==> src/inc/qpd_regs.svh <==
// Purpose: Constants of the quad-pumped data phase agent.
// Assumes: Core clock 100 MHz, bus clock no faster than 125 ns period.
// Notes:   Pin levels are active low; reset values are pin levels.
`ifndef QPD_REGS_SVH
`define QPD_REGS_SVH
`define QPD_DATA_W       64
`define QPD_GROUPS       4
`define QPD_GROUP_W      16
`define QPD_INV_LIMIT    5'h08
`define QPD_BEATS        3'h4
`define QPD_FIFO_DEPTH   8
`define QPD_CLK_NS       10
`define QPD_BUSCLK_NS    125
`define QPD_SLOT_CYC     ((`QPD_BUSCLK_NS / `QPD_CLK_NS) / 4)
`define QPD_PIN_IDLE     1'h1
`define QPD_DATA_IDLE    64'hFFFFFFFFFFFFFFFF
`define QPD_NIB_IDLE     4'hF
`endif

==> src/inc/qpd_pkg.sv <==
// Purpose: Types of the quad-pumped data phase agent.
// Assumes: Included together with qpd_regs.svh.
// Notes:   Transmit states are one-hot.
package qpd_pkg;
    typedef enum logic [3:0] {
        TX_IDLE = 4'h1,
        TX_OWN  = 4'h2,
        TX_REL  = 4'h4,
        TX_SPARE = 4'h8
    } qpd_tx_e;
    typedef logic [15:0] qpd_group_t;
    typedef logic [63:0] qpd_word_t;
endpackage

==> src/qpd_data_phase.sv <==
// Purpose: Data phase of a system-bus agent with quad-pumped 64-bit data.
// Assumes: Bus clock and all bus pins are asynchronous to clk.
// Notes:   Contract
`include "qpd_regs.svh"
`timescale 1ns/1ns
`default_nettype none

module qpd_fifo #(
    parameter int WIDTH = 64,
    parameter int DEPTH = 8
) (
    input  wire logic             clk,
    input  wire logic             rst,
    input  wire logic [WIDTH-1:0] inData,
    input  wire logic             inValid,
    output var  logic             inReady,
    output logic [WIDTH-1:0]      outData,
    output logic                  outValid,
    input  wire logic             outReady,
    output var  logic [$clog2(DEPTH):0] count
);
    localparam int AW = $clog2(DEPTH);
    logic [WIDTH-1:0] mem [DEPTH];
    logic [AW-1:0]    wrPtr_q;
    logic [AW-1:0]    rdPtr_q;
    logic             push;
    logic             pop;
    logic [AW:0]      countD;

    assign push     = inValid && inReady;
    assign pop      = outReady && outValid;
    assign outValid = count != '0;
    assign outData  = mem[rdPtr_q];
    assign countD   = count + {{AW{1'b0}}, push} - {{AW{1'b0}}, pop};

    always_ff @(posedge clk) begin
        if (push) begin
            mem[wrPtr_q] <= inData;
        end
    end

    always_ff @(posedge clk or posedge rst) begin
        if (rst) begin
            wrPtr_q <= '0;
            rdPtr_q <= '0;
            count   <= '0;
            inReady <= 1'b1;
        end else begin
            if (push) begin
                wrPtr_q <= wrPtr_q + 1'b1;
            end
            if (pop) begin
                rdPtr_q <= rdPtr_q + 1'b1;
            end
            count   <= countD;
            // Registered so the source sees full without a combinational path.
            inReady <= countD != DEPTH[AW:0];
        end
    end
endmodule

module qpd_data_phase (
    input  wire logic                clk,
    input  wire logic                rst,
    input  wire logic                busClkIn,
    input  wire logic [63:0]         dataIn,
    output logic [63:0]              dataOut,
    output logic                     dataOe,
    input  wire logic [3:0]          strobePosPhaseIn,
    output logic [3:0]               strobePosPhaseOut,
    output logic                     strobePosPhaseOe,
    input  wire logic [3:0]          strobeNegPhaseIn,
    output logic [3:0]               strobeNegPhaseOut,
    output logic                     strobeNegPhaseOe,
    input  wire logic [3:0]          groupInvertFlagIn,
    output logic [3:0]               groupInvertFlagOut,
    output logic                     groupInvertFlagOe,
    input  wire logic                transferValidFlagIn,
    output logic                     transferValidFlagOut,
    output logic                     transferValidFlagOe,
    input  wire logic                dataBusOccupiedIn,
    output logic                     dataBusOccupiedOut,
    output logic                     dataBusOccupiedOe,
    input  wire qpd_pkg::qpd_word_t  txData,
    input  wire logic                txValid,
    output logic                     txReady,
    output qpd_pkg::qpd_word_t       rxData,
    output logic                     rxValid,
    output logic                     busOwned
);
    import qpd_pkg::*;

    localparam int NG = `QPD_GROUPS;
    localparam int GW = `QPD_GROUP_W;
    localparam logic [1:0] SLOT_LAST = 2'(`QPD_SLOT_CYC - 1);

    // Two-flop synchronisers on every pin read by the core clock.
    localparam int SW = 64 + 4 + 4 + 4 + 3;
    logic [SW-1:0] syncA_q;
    logic [SW-1:0] syncB_q;
    always_ff @(posedge clk or posedge rst) begin
        if (rst) begin
            syncA_q <= '1;
            syncB_q <= '1;
        end else begin
            syncA_q <= {busClkIn, transferValidFlagIn, dataBusOccupiedIn,
                        groupInvertFlagIn, strobeNegPhaseIn,
                        strobePosPhaseIn, dataIn};
            syncB_q <= syncA_q;
        end
    end
    logic [63:0] dataS;
    logic [3:0]  strPS;
    logic [3:0]  strNS;
    logic [3:0]  invS;
    logic        occS;
    logic        validS;
    logic        busClkS;
    assign {busClkS, validS, occS, invS, strNS, strPS, dataS} = syncB_q;

    logic busClk_q;
    logic busRise;
    always_ff @(posedge clk or posedge rst) begin
        if (rst) begin
            busClk_q <= 1'b1;
        end else begin
            busClk_q <= busClkS;
        end
    end
    assign busRise = busClkS && !busClk_q;

    // Transmit FIFO; it fills when the bus is held by the partner.
    qpd_word_t   fifoData;
    logic        fifoValid;
    logic        fifoPop;
    logic [3:0]  fifoCount;
    qpd_fifo #(.WIDTH(`QPD_DATA_W), .DEPTH(`QPD_FIFO_DEPTH)) u_fifo (
        .clk      (clk),
        .rst      (rst),
        .inData   (txData),
        .inValid  (txValid),
        .inReady  (txReady),
        .outData  (fifoData),
        .outValid (fifoValid),
        .outReady (fifoPop),
        .count    (fifoCount)
    );

    qpd_tx_e     txState_q;
    logic        burst_q;
    logic [1:0]  cyc_q;
    logic [2:0]  beat_q;
    logic        haveBeats;
    assign haveBeats = fifoCount >= {1'b0, `QPD_BEATS};
    assign fifoPop   = burst_q && cyc_q == 2'h0 && fifoValid;

    always_ff @(posedge clk or posedge rst) begin
        if (rst) begin
            txState_q <= TX_IDLE;
        end else begin
            unique case (txState_q)
                TX_IDLE: begin
                    // Claim only after the partner has released the bus.
                    if (busRise && occS && validS && haveBeats) begin
                        txState_q <= TX_OWN;
                    end
                end
                TX_OWN: begin
                    if (busRise && !burst_q && fifoCount == 4'h0) begin
                        txState_q <= TX_REL;
                    end
                end
                TX_REL: begin
                    if (busRise) begin
                        txState_q <= TX_IDLE;
                    end
                end
                default: begin
                    txState_q <= TX_IDLE;
                end
            endcase
        end
    end

    // A burst is four beats of SLOT_CYC core cycles each inside one bus clock.
    always_ff @(posedge clk or posedge rst) begin
        if (rst) begin
            burst_q <= 1'b0;
            cyc_q   <= 2'h0;
            beat_q  <= 3'h0;
        end else if (txState_q == TX_OWN && busRise && haveBeats) begin
            burst_q <= 1'b1;
            cyc_q   <= 2'h0;
            beat_q  <= 3'h0;
        end else if (burst_q) begin
            if (cyc_q == SLOT_LAST) begin
                cyc_q  <= 2'h0;
                beat_q <= beat_q + 3'h1;
                if (beat_q == `QPD_BEATS - 3'h1) begin
                    burst_q <= 1'b0;
                end
            end else begin
                cyc_q <= cyc_q + 2'h1;
            end
        end
    end

    always_ff @(posedge clk or posedge rst) begin
        if (rst) begin
            transferValidFlagOut <= `QPD_PIN_IDLE;
            dataBusOccupiedOut   <= `QPD_PIN_IDLE;
            dataOe               <= 1'b0;
            strobePosPhaseOe     <= 1'b0;
            strobeNegPhaseOe     <= 1'b0;
            groupInvertFlagOe    <= 1'b0;
            transferValidFlagOe  <= 1'b0;
            dataBusOccupiedOe    <= 1'b0;
            busOwned             <= 1'b0;
        end else begin
            busOwned <= txState_q != TX_IDLE;
            // All agent pins are driven together while the bus is ours.
            dataOe              <= txState_q != TX_IDLE;
            strobePosPhaseOe    <= txState_q != TX_IDLE;
            strobeNegPhaseOe    <= txState_q != TX_IDLE;
            groupInvertFlagOe   <= txState_q != TX_IDLE;
            transferValidFlagOe <= txState_q != TX_IDLE;
            dataBusOccupiedOe   <= txState_q != TX_IDLE;
            dataBusOccupiedOut  <= txState_q != TX_OWN;
            if (txState_q == TX_OWN && busRise) begin
                // Short of four words, this bus clock stays idle.
                transferValidFlagOut <= !haveBeats;
            end else if (txState_q != TX_OWN) begin
                transferValidFlagOut <= `QPD_PIN_IDLE;
            end
        end
    end

    // Per-group inversion and strobes.
    for (genvar g = 0; g < NG; g++) begin : g_tx
        qpd_group_t cand;
        logic [4:0] toggles;
        logic       flip;
        assign cand    = ~fifoData[g*GW +: GW];
        assign toggles = 5'($countones(cand ^ dataOut[g*GW +: GW]));
        assign flip    = toggles > `QPD_INV_LIMIT;

        always_ff @(posedge clk or posedge rst) begin
            if (rst) begin
                dataOut[g*GW +: GW]   <= qpd_group_t'(`QPD_DATA_IDLE >> 48);
                groupInvertFlagOut[g] <= `QPD_PIN_IDLE;
                strobePosPhaseOut[g]  <= `QPD_PIN_IDLE;
                strobeNegPhaseOut[g]  <= `QPD_PIN_IDLE;
            end else begin
                if (fifoPop) begin
                    dataOut[g*GW +: GW]   <= flip ? ~cand : cand;
                    groupInvertFlagOut[g] <= !flip;
                end
                // Even beats fall the positive strobe, odd beats the negative.
                if (burst_q && cyc_q == 2'h1) begin
                    strobePosPhaseOut[g] <= beat_q[0];
                    strobeNegPhaseOut[g] <= !beat_q[0];
                end else if (burst_q && cyc_q == 2'h2) begin
                    strobePosPhaseOut[g] <= 1'b1;
                    strobeNegPhaseOut[g] <= 1'b1;
                end
            end
        end
    end

    // Receive: each group captured by its own strobe falling edges.
    logic [3:0] strP_q;
    logic [3:0] strN_q;
    logic [3:0] pend_q;
    qpd_word_t  cap_q;
    logic       rxEn;
    logic [3:0] fall;
    assign rxEn = txState_q == TX_IDLE && !validS;
    assign fall = (strP_q & ~strPS) | (strN_q & ~strNS);

    always_ff @(posedge clk or posedge rst) begin
        if (rst) begin
            strP_q <= `QPD_NIB_IDLE;
            strN_q <= `QPD_NIB_IDLE;
        end else begin
            strP_q <= strPS;
            strN_q <= strNS;
        end
    end

    for (genvar g = 0; g < NG; g++) begin : g_rx
        always_ff @(posedge clk or posedge rst) begin
            if (rst) begin
                cap_q[g*GW +: GW] <= '0;
                pend_q[g]         <= 1'b0;
            end else if (rxEn && fall[g]) begin
                // Inverted groups arrive active high.
                cap_q[g*GW +: GW] <= invS[g] ? ~dataS[g*GW +: GW]
                                             : dataS[g*GW +: GW];
                pend_q[g]         <= 1'b1;
            end else if (&pend_q) begin
                pend_q[g] <= 1'b0;
            end
        end
    end

    always_ff @(posedge clk or posedge rst) begin
        if (rst) begin
            rxData  <= '0;
            rxValid <= 1'b0;
        end else begin
            rxValid <= &pend_q;
            if (&pend_q) begin
                rxData <= cap_q;
            end
        end
    end
endmodule

`default_nettype wire

==> config.mk <==
export PLATFORM = sky130hd
export DESIGN_NAME = qpd_data_phase
export DESIGN_NICKNAME = d
export VERILOG_FILES = /design/src/inc/qpd_pkg.sv /design/src/qpd_data_phase.sv
export VERILOG_INCLUDE_DIRS = /design/src /design/src/inc
export SDC_FILE = /design/constraint.sdc
export NUM_CORES = 1
export LEC_CHECK = 0
export BUFFER_PORTS_ARGS = -buffer_cell sky130_fd_sc_hd__buf_2
export CAP_MARGIN = 20
export CORE_ASPECT_RATIO = 1.2
export CORE_MARGIN = 4
export CORE_UTILIZATION = 40
export CTS_CLUSTER_SIZE = 40
export DETAILED_ROUTE_END_ITERATION = 8
export GPL_TIMING_DRIVEN = 0
export PLACE_DENSITY = 0.64
export REMOVE_ABC_BUFFERS = 1
export SYNTH_ARGS = -nofsm -noshare
export SYNTH_HDL_FRONTEND = slang
export SYNTH_HIERARCHICAL = 1
export SYNTH_SLANG_ARGS = --single-unit
==> constraint.sdc <==
create_clock -name clk -period 13.3 [get_ports clk]
set_input_delay 0.665 -clock clk [delete_from_list [all_inputs] [get_ports clk]]
set_output_delay 0.665 -clock clk [all_outputs]
set_load 0.02 [all_outputs]
* Word level (Yosys, flattened, before mapping)
Memory sizes are Yosys's and may differ from the RTL's.
Cells that the tools add are included.
** Word-level totals
- Register bits after elaboration :: 394
- Bits in writable memories :: 512
- Output and inout bits :: 151
- Logic and storage cells :: 217
- Memories kept :: 1
** Memory list
- u_fifo.mem :: words 8, bits a word 64, read ports 1, clocked after memory_dff 0, wr ports 1, RTL line qpd_data_phase.sv:23 : logic [WIDTH-1:0] mem [DEPTH];
** Operators by class
- $add $sub $neg :: 66
- Magnitude comparators :: 5
- Eq/ne operators :: 12
- Muxes and demuxes :: 34
- Bitwise gates (word level) :: 21
- Reductions and logical operators :: 42
** Operators with widths (number)
- 16-bit NOT :: 12
- 16-bit two-way mux :: 8
- 1-bit by 1-bit adder with 2-bit output :: 32
- 16-bit bitwise XOR :: 4
- 2-bit by 2-bit adder with 3-bit output :: 16
- 3-bit by 3-bit adder with 4-bit output :: 8
- 4-bit by 4-bit adder with 5-bit output :: 4
- 5-bit by 4-bit > comparator with 1-bit output (second input constant) :: 4
- 1-bit logical AND :: 19
- 1-bit two-way mux :: 16
- 2-bit nonzero test :: 8
- 4-bit two-way mux :: 3
- 4-bit case mux with 3 select lines :: 1
- 3-bit by 1-bit adder with 3-bit output (second input constant) :: 3
- 1-bit logical NOT :: 9
- 3-bit two-way mux :: 3
- 4-bit AND :: 2
- 4-bit NOT :: 2
- 2-bit two-way mux :: 3
- 2-bit inequality test (second input constant) :: 3
- 4-bit by 1-bit adder with 4-bit output :: 1
- 4-bit by 1-bit == test with 1-bit output (second input constant) :: 1
- 4-bit by 2-bit == test with 1-bit output (second input constant) :: 1
- 4-bit by 3-bit == test with 1-bit output (second input constant) :: 1
- other kinds (16) :: 16

* Logic depth before layout (Yosys ltp)
An unclocked memory read counts as a cell.
- Word-level depth :: 9
- Mapped depth :: 22
- Gate-level depth less buffers :: 18

* Cells and area by module
The synthesis kept the hierarchy.
** By module, submodules not included
- qpd_fifo :: instances 1, cells each 799, area each 19819.0 um2, sequential area each 15651.3 um2
- qpd_data_phase :: instances 1, cells each 1350, area each 15800.2 um2, sequential area each 9859.5 um2

* Worst setup path after synthesis
OpenSTA, ideal clock, no wires.
- Kind :: input port to flip-flop
- From :: input port txValid
- To :: memory u_fifo.mem[0][0] (enable)
- Arrival :: 5.431 ns
- Required time :: 12.735 ns
- Setup slack :: 7.304 ns
- Stages on the path :: 3
- Path through :: nand2_1 -> or2_2 -> nor3_1
** Between the ends
- Longest elaborated chain between the ends :: 3
** Ends and longest elaborated chain
- start: declaration :: RTL line qpd_data_phase.sv:85 : input wire logic txValid,
- 1-bit logical AND :: RTL line qpd_data_phase.sv:30 : assign push = inValid && inReady;
- 1-bit two-way mux :: RTL line qpd_data_phase.sv:37 : if (push) begin
- 1-bit two-way mux (not written as such) :: RTL line qpd_data_phase.sv:38 : mem[wrPtr_q] <= inData;
- end: declaration :: RTL line qpd_data_phase.sv:23
Every way passes these cells.

* Final worst setup path
- From :: register u_fifo.rdPtr_q[1]
- To :: register groupInvertFlagOut[0]
** Between the ends
- Longest elaborated chain between the ends :: 9
** Ends and longest elaborated chain
- start: declaration :: RTL line qpd_data_phase.sv:25 : logic [AW-1:0] rdPtr_q;
- start signal: assignment :: RTL line qpd_data_phase.sv:53 : rdPtr_q <= rdPtr_q + 1'b1;
- memory 8 x 64 bit
- via fifoData[0] :: RTL line qpd_data_phase.sv:133 : qpd_word_t fifoData;
- 16-bit NOT :: RTL line qpd_data_phase.sv:243 : assign cand = ~fifoData[g*GW +: GW];
- 16-bit bitwise XOR :: RTL line qpd_data_phase.sv:244 : assign toggles = 5'($countones(cand ^ dataOut[g*GW +: GW]));
- 1-bit by 1-bit adder with 2-bit output :: RTL line qpd_data_phase.sv:244
- 2-bit by 2-bit adder with 3-bit output :: RTL line qpd_data_phase.sv:244
- 3-bit by 3-bit adder with 4-bit output :: RTL line qpd_data_phase.sv:244
- 4-bit by 4-bit adder with 5-bit output :: RTL line qpd_data_phase.sv:244
- 5-bit by 4-bit > comparator with 1-bit output (no line)
- 1-bit logical NOT :: RTL line qpd_data_phase.sv:256 : groupInvertFlagOut[g] <= !flip;
- end signal: indexed assignment :: RTL line qpd_data_phase.sv:250 : groupInvertFlagOut[g] <= `QPD_PIN_IDLE;
- end signal: indexed assignment :: RTL line qpd_data_phase.sv:256
- end: declaration :: RTL line qpd_data_phase.sv:76 : output logic [3:0] groupInvertFlagOut,
The timed path passes the listed nets, and every way through them passes these cells.
A chain may end at the register's enable or synchronous reset.

==> qor.yml <==
overflow: 0
insertion_delay_ns: 0.65
ctsResizeCount: 0
postCtsSetupBuffers: 0
synthCells: 2149
pin_count: 297
critPathLaunchType: "register"
ant_nets: 0
holdBufCountCts: 0
multi_input_area_um2: 9340
vias_per_cell: 4.96
grt_pass1_vias: 19600
regArea_um2: 25500
initial_core_util_pct: 40.5
holdWs_ns: 0.0695
synth_compound_area_share_pct: 2.57
tightest_slew_ns: 1.00
cp_max_fo: 41
cts_buffers: 93
first_pass_iters: 7
io_buffers: 296
ys_types: 46
synth.cell_area_um2: 35600
cts_htree_levels: 3
muxShareOfSynthArea_pct: 10.4
gp_congestion: 0.745
setup_violations: 0
drt_wl_total_um: 77700
critPathRequiredTime_ns: 13.89
arrival_ns: 8.22
drc: 0
cts_tree: "built"
synth_edf_count: 512
postSynth.asyncResetShare_pct: 43.4
layout.nets: 2711
synth_top_family_by_area: "multiplexers"
hpwlAfterDp_um: 51400
die_w_um: 280
fin_crit_ns: 7.63
avgSynthCellArea_um2: 16.6
yosys.area_share.simple_pct: 5.28
fin_skew_ns: 0.0353
min_path_type: "in2async"
fmax_mhz: 131
hold_viol: 0
vias: 18500
period_share_pct: 57.3
rsz0062_at_grt: "false"
drive_above_1_share_pct: 37.6
syn_to_final_growth_pct: 19.0
synthAdderAreaFrac_pct: 3.32
status: "complete, no violations"
cap_viol_max_count: 0
synth_seq_cells: 905
synth_xor_area_share_pct: 4.48
synthFlopType: "edfxtp_1"
wl_per_cell_um: 20.8
clk_pin_slew_ns: 0.06
grt_max_degree: 130
grt_pass1_wl_um: 119000
cts_root_buffer: "clkbuf_16"
dieArea_um2: 93900
seq_area_frac_synth_pct: 71.6
final_util_pct: 48.2
die_y_um: 335
yosysWarnings: 6
worstSetupPathType: "reg2reg"
nFillCells: 7380
antenna_found_initial: 19
clock_sinks: 905
end_kind: "register"
relSlewSlack_pct: 32.9
placementRows: 119
grt_use_total_pct: 16.6
core-area_um2: 88000
cts_buffer_depth: 3
slew_viol_final: 0
drt_iter0_drc: 907
## layout by cell type, fill, tap and decap left out, types with 7 or more instances in the layout
cell type / instances
buf_12: 18
nand2_1: 355
clkbuf_1: 20
dfstp_2: 241
o21ai_1: 17
a21oi_1: 8
o21ai_0: 100
clkbuf_16: 93
xnor2_1: 160
clkinvlp_4: 7
xor2_1: 22
nor2_1: 36
fa_1: 41
diode_2: 10
nor3_1: 20
ha_1: 29
edfxtp_1: 512
buf_2: 296
inv_1: 67
clkbuf_8: 14
clkinv_2: 16
mux2_2: 68
bufinv_16: 9
dfrtp_1: 149
mux4_2: 128
buf_16: 14
buf_6: 21
a221o_1: 16
## critical path, stage by stage, from the launching register on
cell	delay, ns
dfrtp_4	0.79
buf_16	0.30
buf_16	0.31
mux4_2	0.54
mux2_2	0.31
xor2_1	0.18
fa_1	0.55
inv_1	0.06
fa_1	0.51
fa_1	0.55
inv_1	0.05
fa_1	0.47
inv_1	0.07
ha_1	0.16
inv_1	0.06
fa_1	0.50
nor3b_1	0.26
a32oi_1	0.10
o32ai_2	0.53
buf_4	0.30
or2_1	0.61
mux2_2	0.29
## Yosys cell counts (2+ instances only)
| cell | number | share of area [%] |
|---|---|---|
| clkbuf_1 | 53 | 0.56 |
| mux2_2 | 68 | 2.1 |
| xnor2_1 | 160 | 3.9 |
| buf_1 | 16 | 0.17 |
| nor4bb_1 | 6 | 0.17 |
| o211ai_1 | 3 | 0.063 |
| mux2i_1 | 5 | 0.14 |
| nor2b_1 | 5 | 0.088 |
| nor4_1 | 2 | 0.035 |
| a221o_1 | 16 | 0.45 |
| nor2_1 | 42 | 0.44 |
| buf_6 | 13 | 0.41 |
| ha_1 | 29 | 1.0 |
| buf_4 | 17 | 0.36 |
| buf_2 | 9 | 0.13 |
| dfstp_2 | 241 | 18 |
| nand2_1 | 355 | 3.7 |
| xor2_1 | 22 | 0.54 |
| nand3_1 | 4 | 0.056 |
| o21ai_1 | 17 | 0.24 |
| inv_1 | 69 | 0.73 |
| o21ai_0 | 100 | 1.4 |
| o22ai_1 | 6 | 0.11 |
| nand3b_1 | 2 | 0.042 |
| nor4b_1 | 4 | 0.098 |
| a21oi_1 | 8 | 0.11 |
| nor3_1 | 22 | 0.31 |
| dfrtp_1 | 152 | 11 |
| edfxtp_1 | 512 | 43 |
| and4b_1 | 3 | 0.084 |
| mux4_2 | 128 | 8.1 |
| nand4_1 | 2 | 0.035 |
| nand2b_1 | 4 | 0.070 |
| a21o_1 | 2 | 0.042 |
| fa_1 | 41 | 2.3 |
## per-layer routing
metal  vias to the layer above  track usage [%]  share of wire [%]
li1                       8418                -                  -
met1                      9477             21.4                 42
met2                       483             27.7                 48
met3                       117             4.92                7.8
met4                        12             4.41                2.1
met5                         -                0              0.099
## final timing paths
| path | slack (ns) | from | end | cells after the start |
|---|---|---|---|---|
| max | 5.67 | u_fifo/rdPtr_q[1]$_DFFE_PP0P_ | groupInvertFlagOut[0]$_DFFE_PP1P_ | 21 |
| min | 0.07 | rst | u_fifo/wrPtr_q[1]$_DFFE_PP0P_ | 2 |
| max reg2reg | 5.67 | u_fifo/rdPtr_q[1]$_DFFE_PP0P_ | groupInvertFlagOut[0]$_DFFE_PP1P_ | 21 |
| min reg2reg | 0.32 | syncA_q[4]$_DFF_PP1_ | syncB_q[4]$_DFF_PP1_ | 0 |
| max in group asynchronous | 11.78 | rst | rxData[46]$_DFFE_PP0P_ | 4 |
| min in group clk | 0.11 | dataIn[23] | syncA_q[23]$_DFF_PP1_ | 1 |
## cell type report
type | count | area share (%)
repair buffers | 359 | 6.06
well taps | 1149 | 3.39
inverters | 69 | 0.629
clock inverters | 48 | 1.46
flip-flops and latches | 905 | 60.2
clock buffers | 127 | 6.12
multi-input cells | 1067 | 22.0
diodes | 10 | 0.0591
## logic make-up (layout without fill, tap and decap cells)
logic type,Yosys count,in the layout
buffers and inverters,177,603
adders and majority gates,70,70
and+or+nand+nor,456,456
AOI/OAI and AO/OA,158,158
muxes,201,201
xor gates and xnor gates,182,182
other,0,10
DFF,905,905
## through the flow
step	cell area, um2	worst slack [ns]	setup TNS [ns]	cells
6_report	42400	5.67	0	3734
5_1_grt	42300	5.25	0	3724
4_1_cts	42300	5.56	0	3723
3_5_place_dp	39100	5.58	0	3548
3_3_place_gp	38000	-1.81	-298.20	3486
2_1_floorplan	35000	2.40	0	2041
## registers in the layout (all words and copies together) (netlist names), 2 cells and up
| name | cells |
|---|---|
| u_fifo/count | 4 |
| syncA_q | 79 |
| rxData | 64 |
| txState_q | 3 |
| u_fifo/rdPtr_q | 3 |
| pend_q | 4 |
| beat_q | 3 |
| strP_q | 4 |
| groupInvertFlagOut | 4 |
| dataOut | 64 |
| syncB_q | 79 |
| cap_q | 64 |
| strN_q | 4 |
| u_fifo/wrPtr_q | 3 |
| cyc_q | 2 |
| u_fifo/mem | 512 |
Power is not shown: default switching activity piles up to over one toggle a cycle in this logic, so the estimate is an artifact.
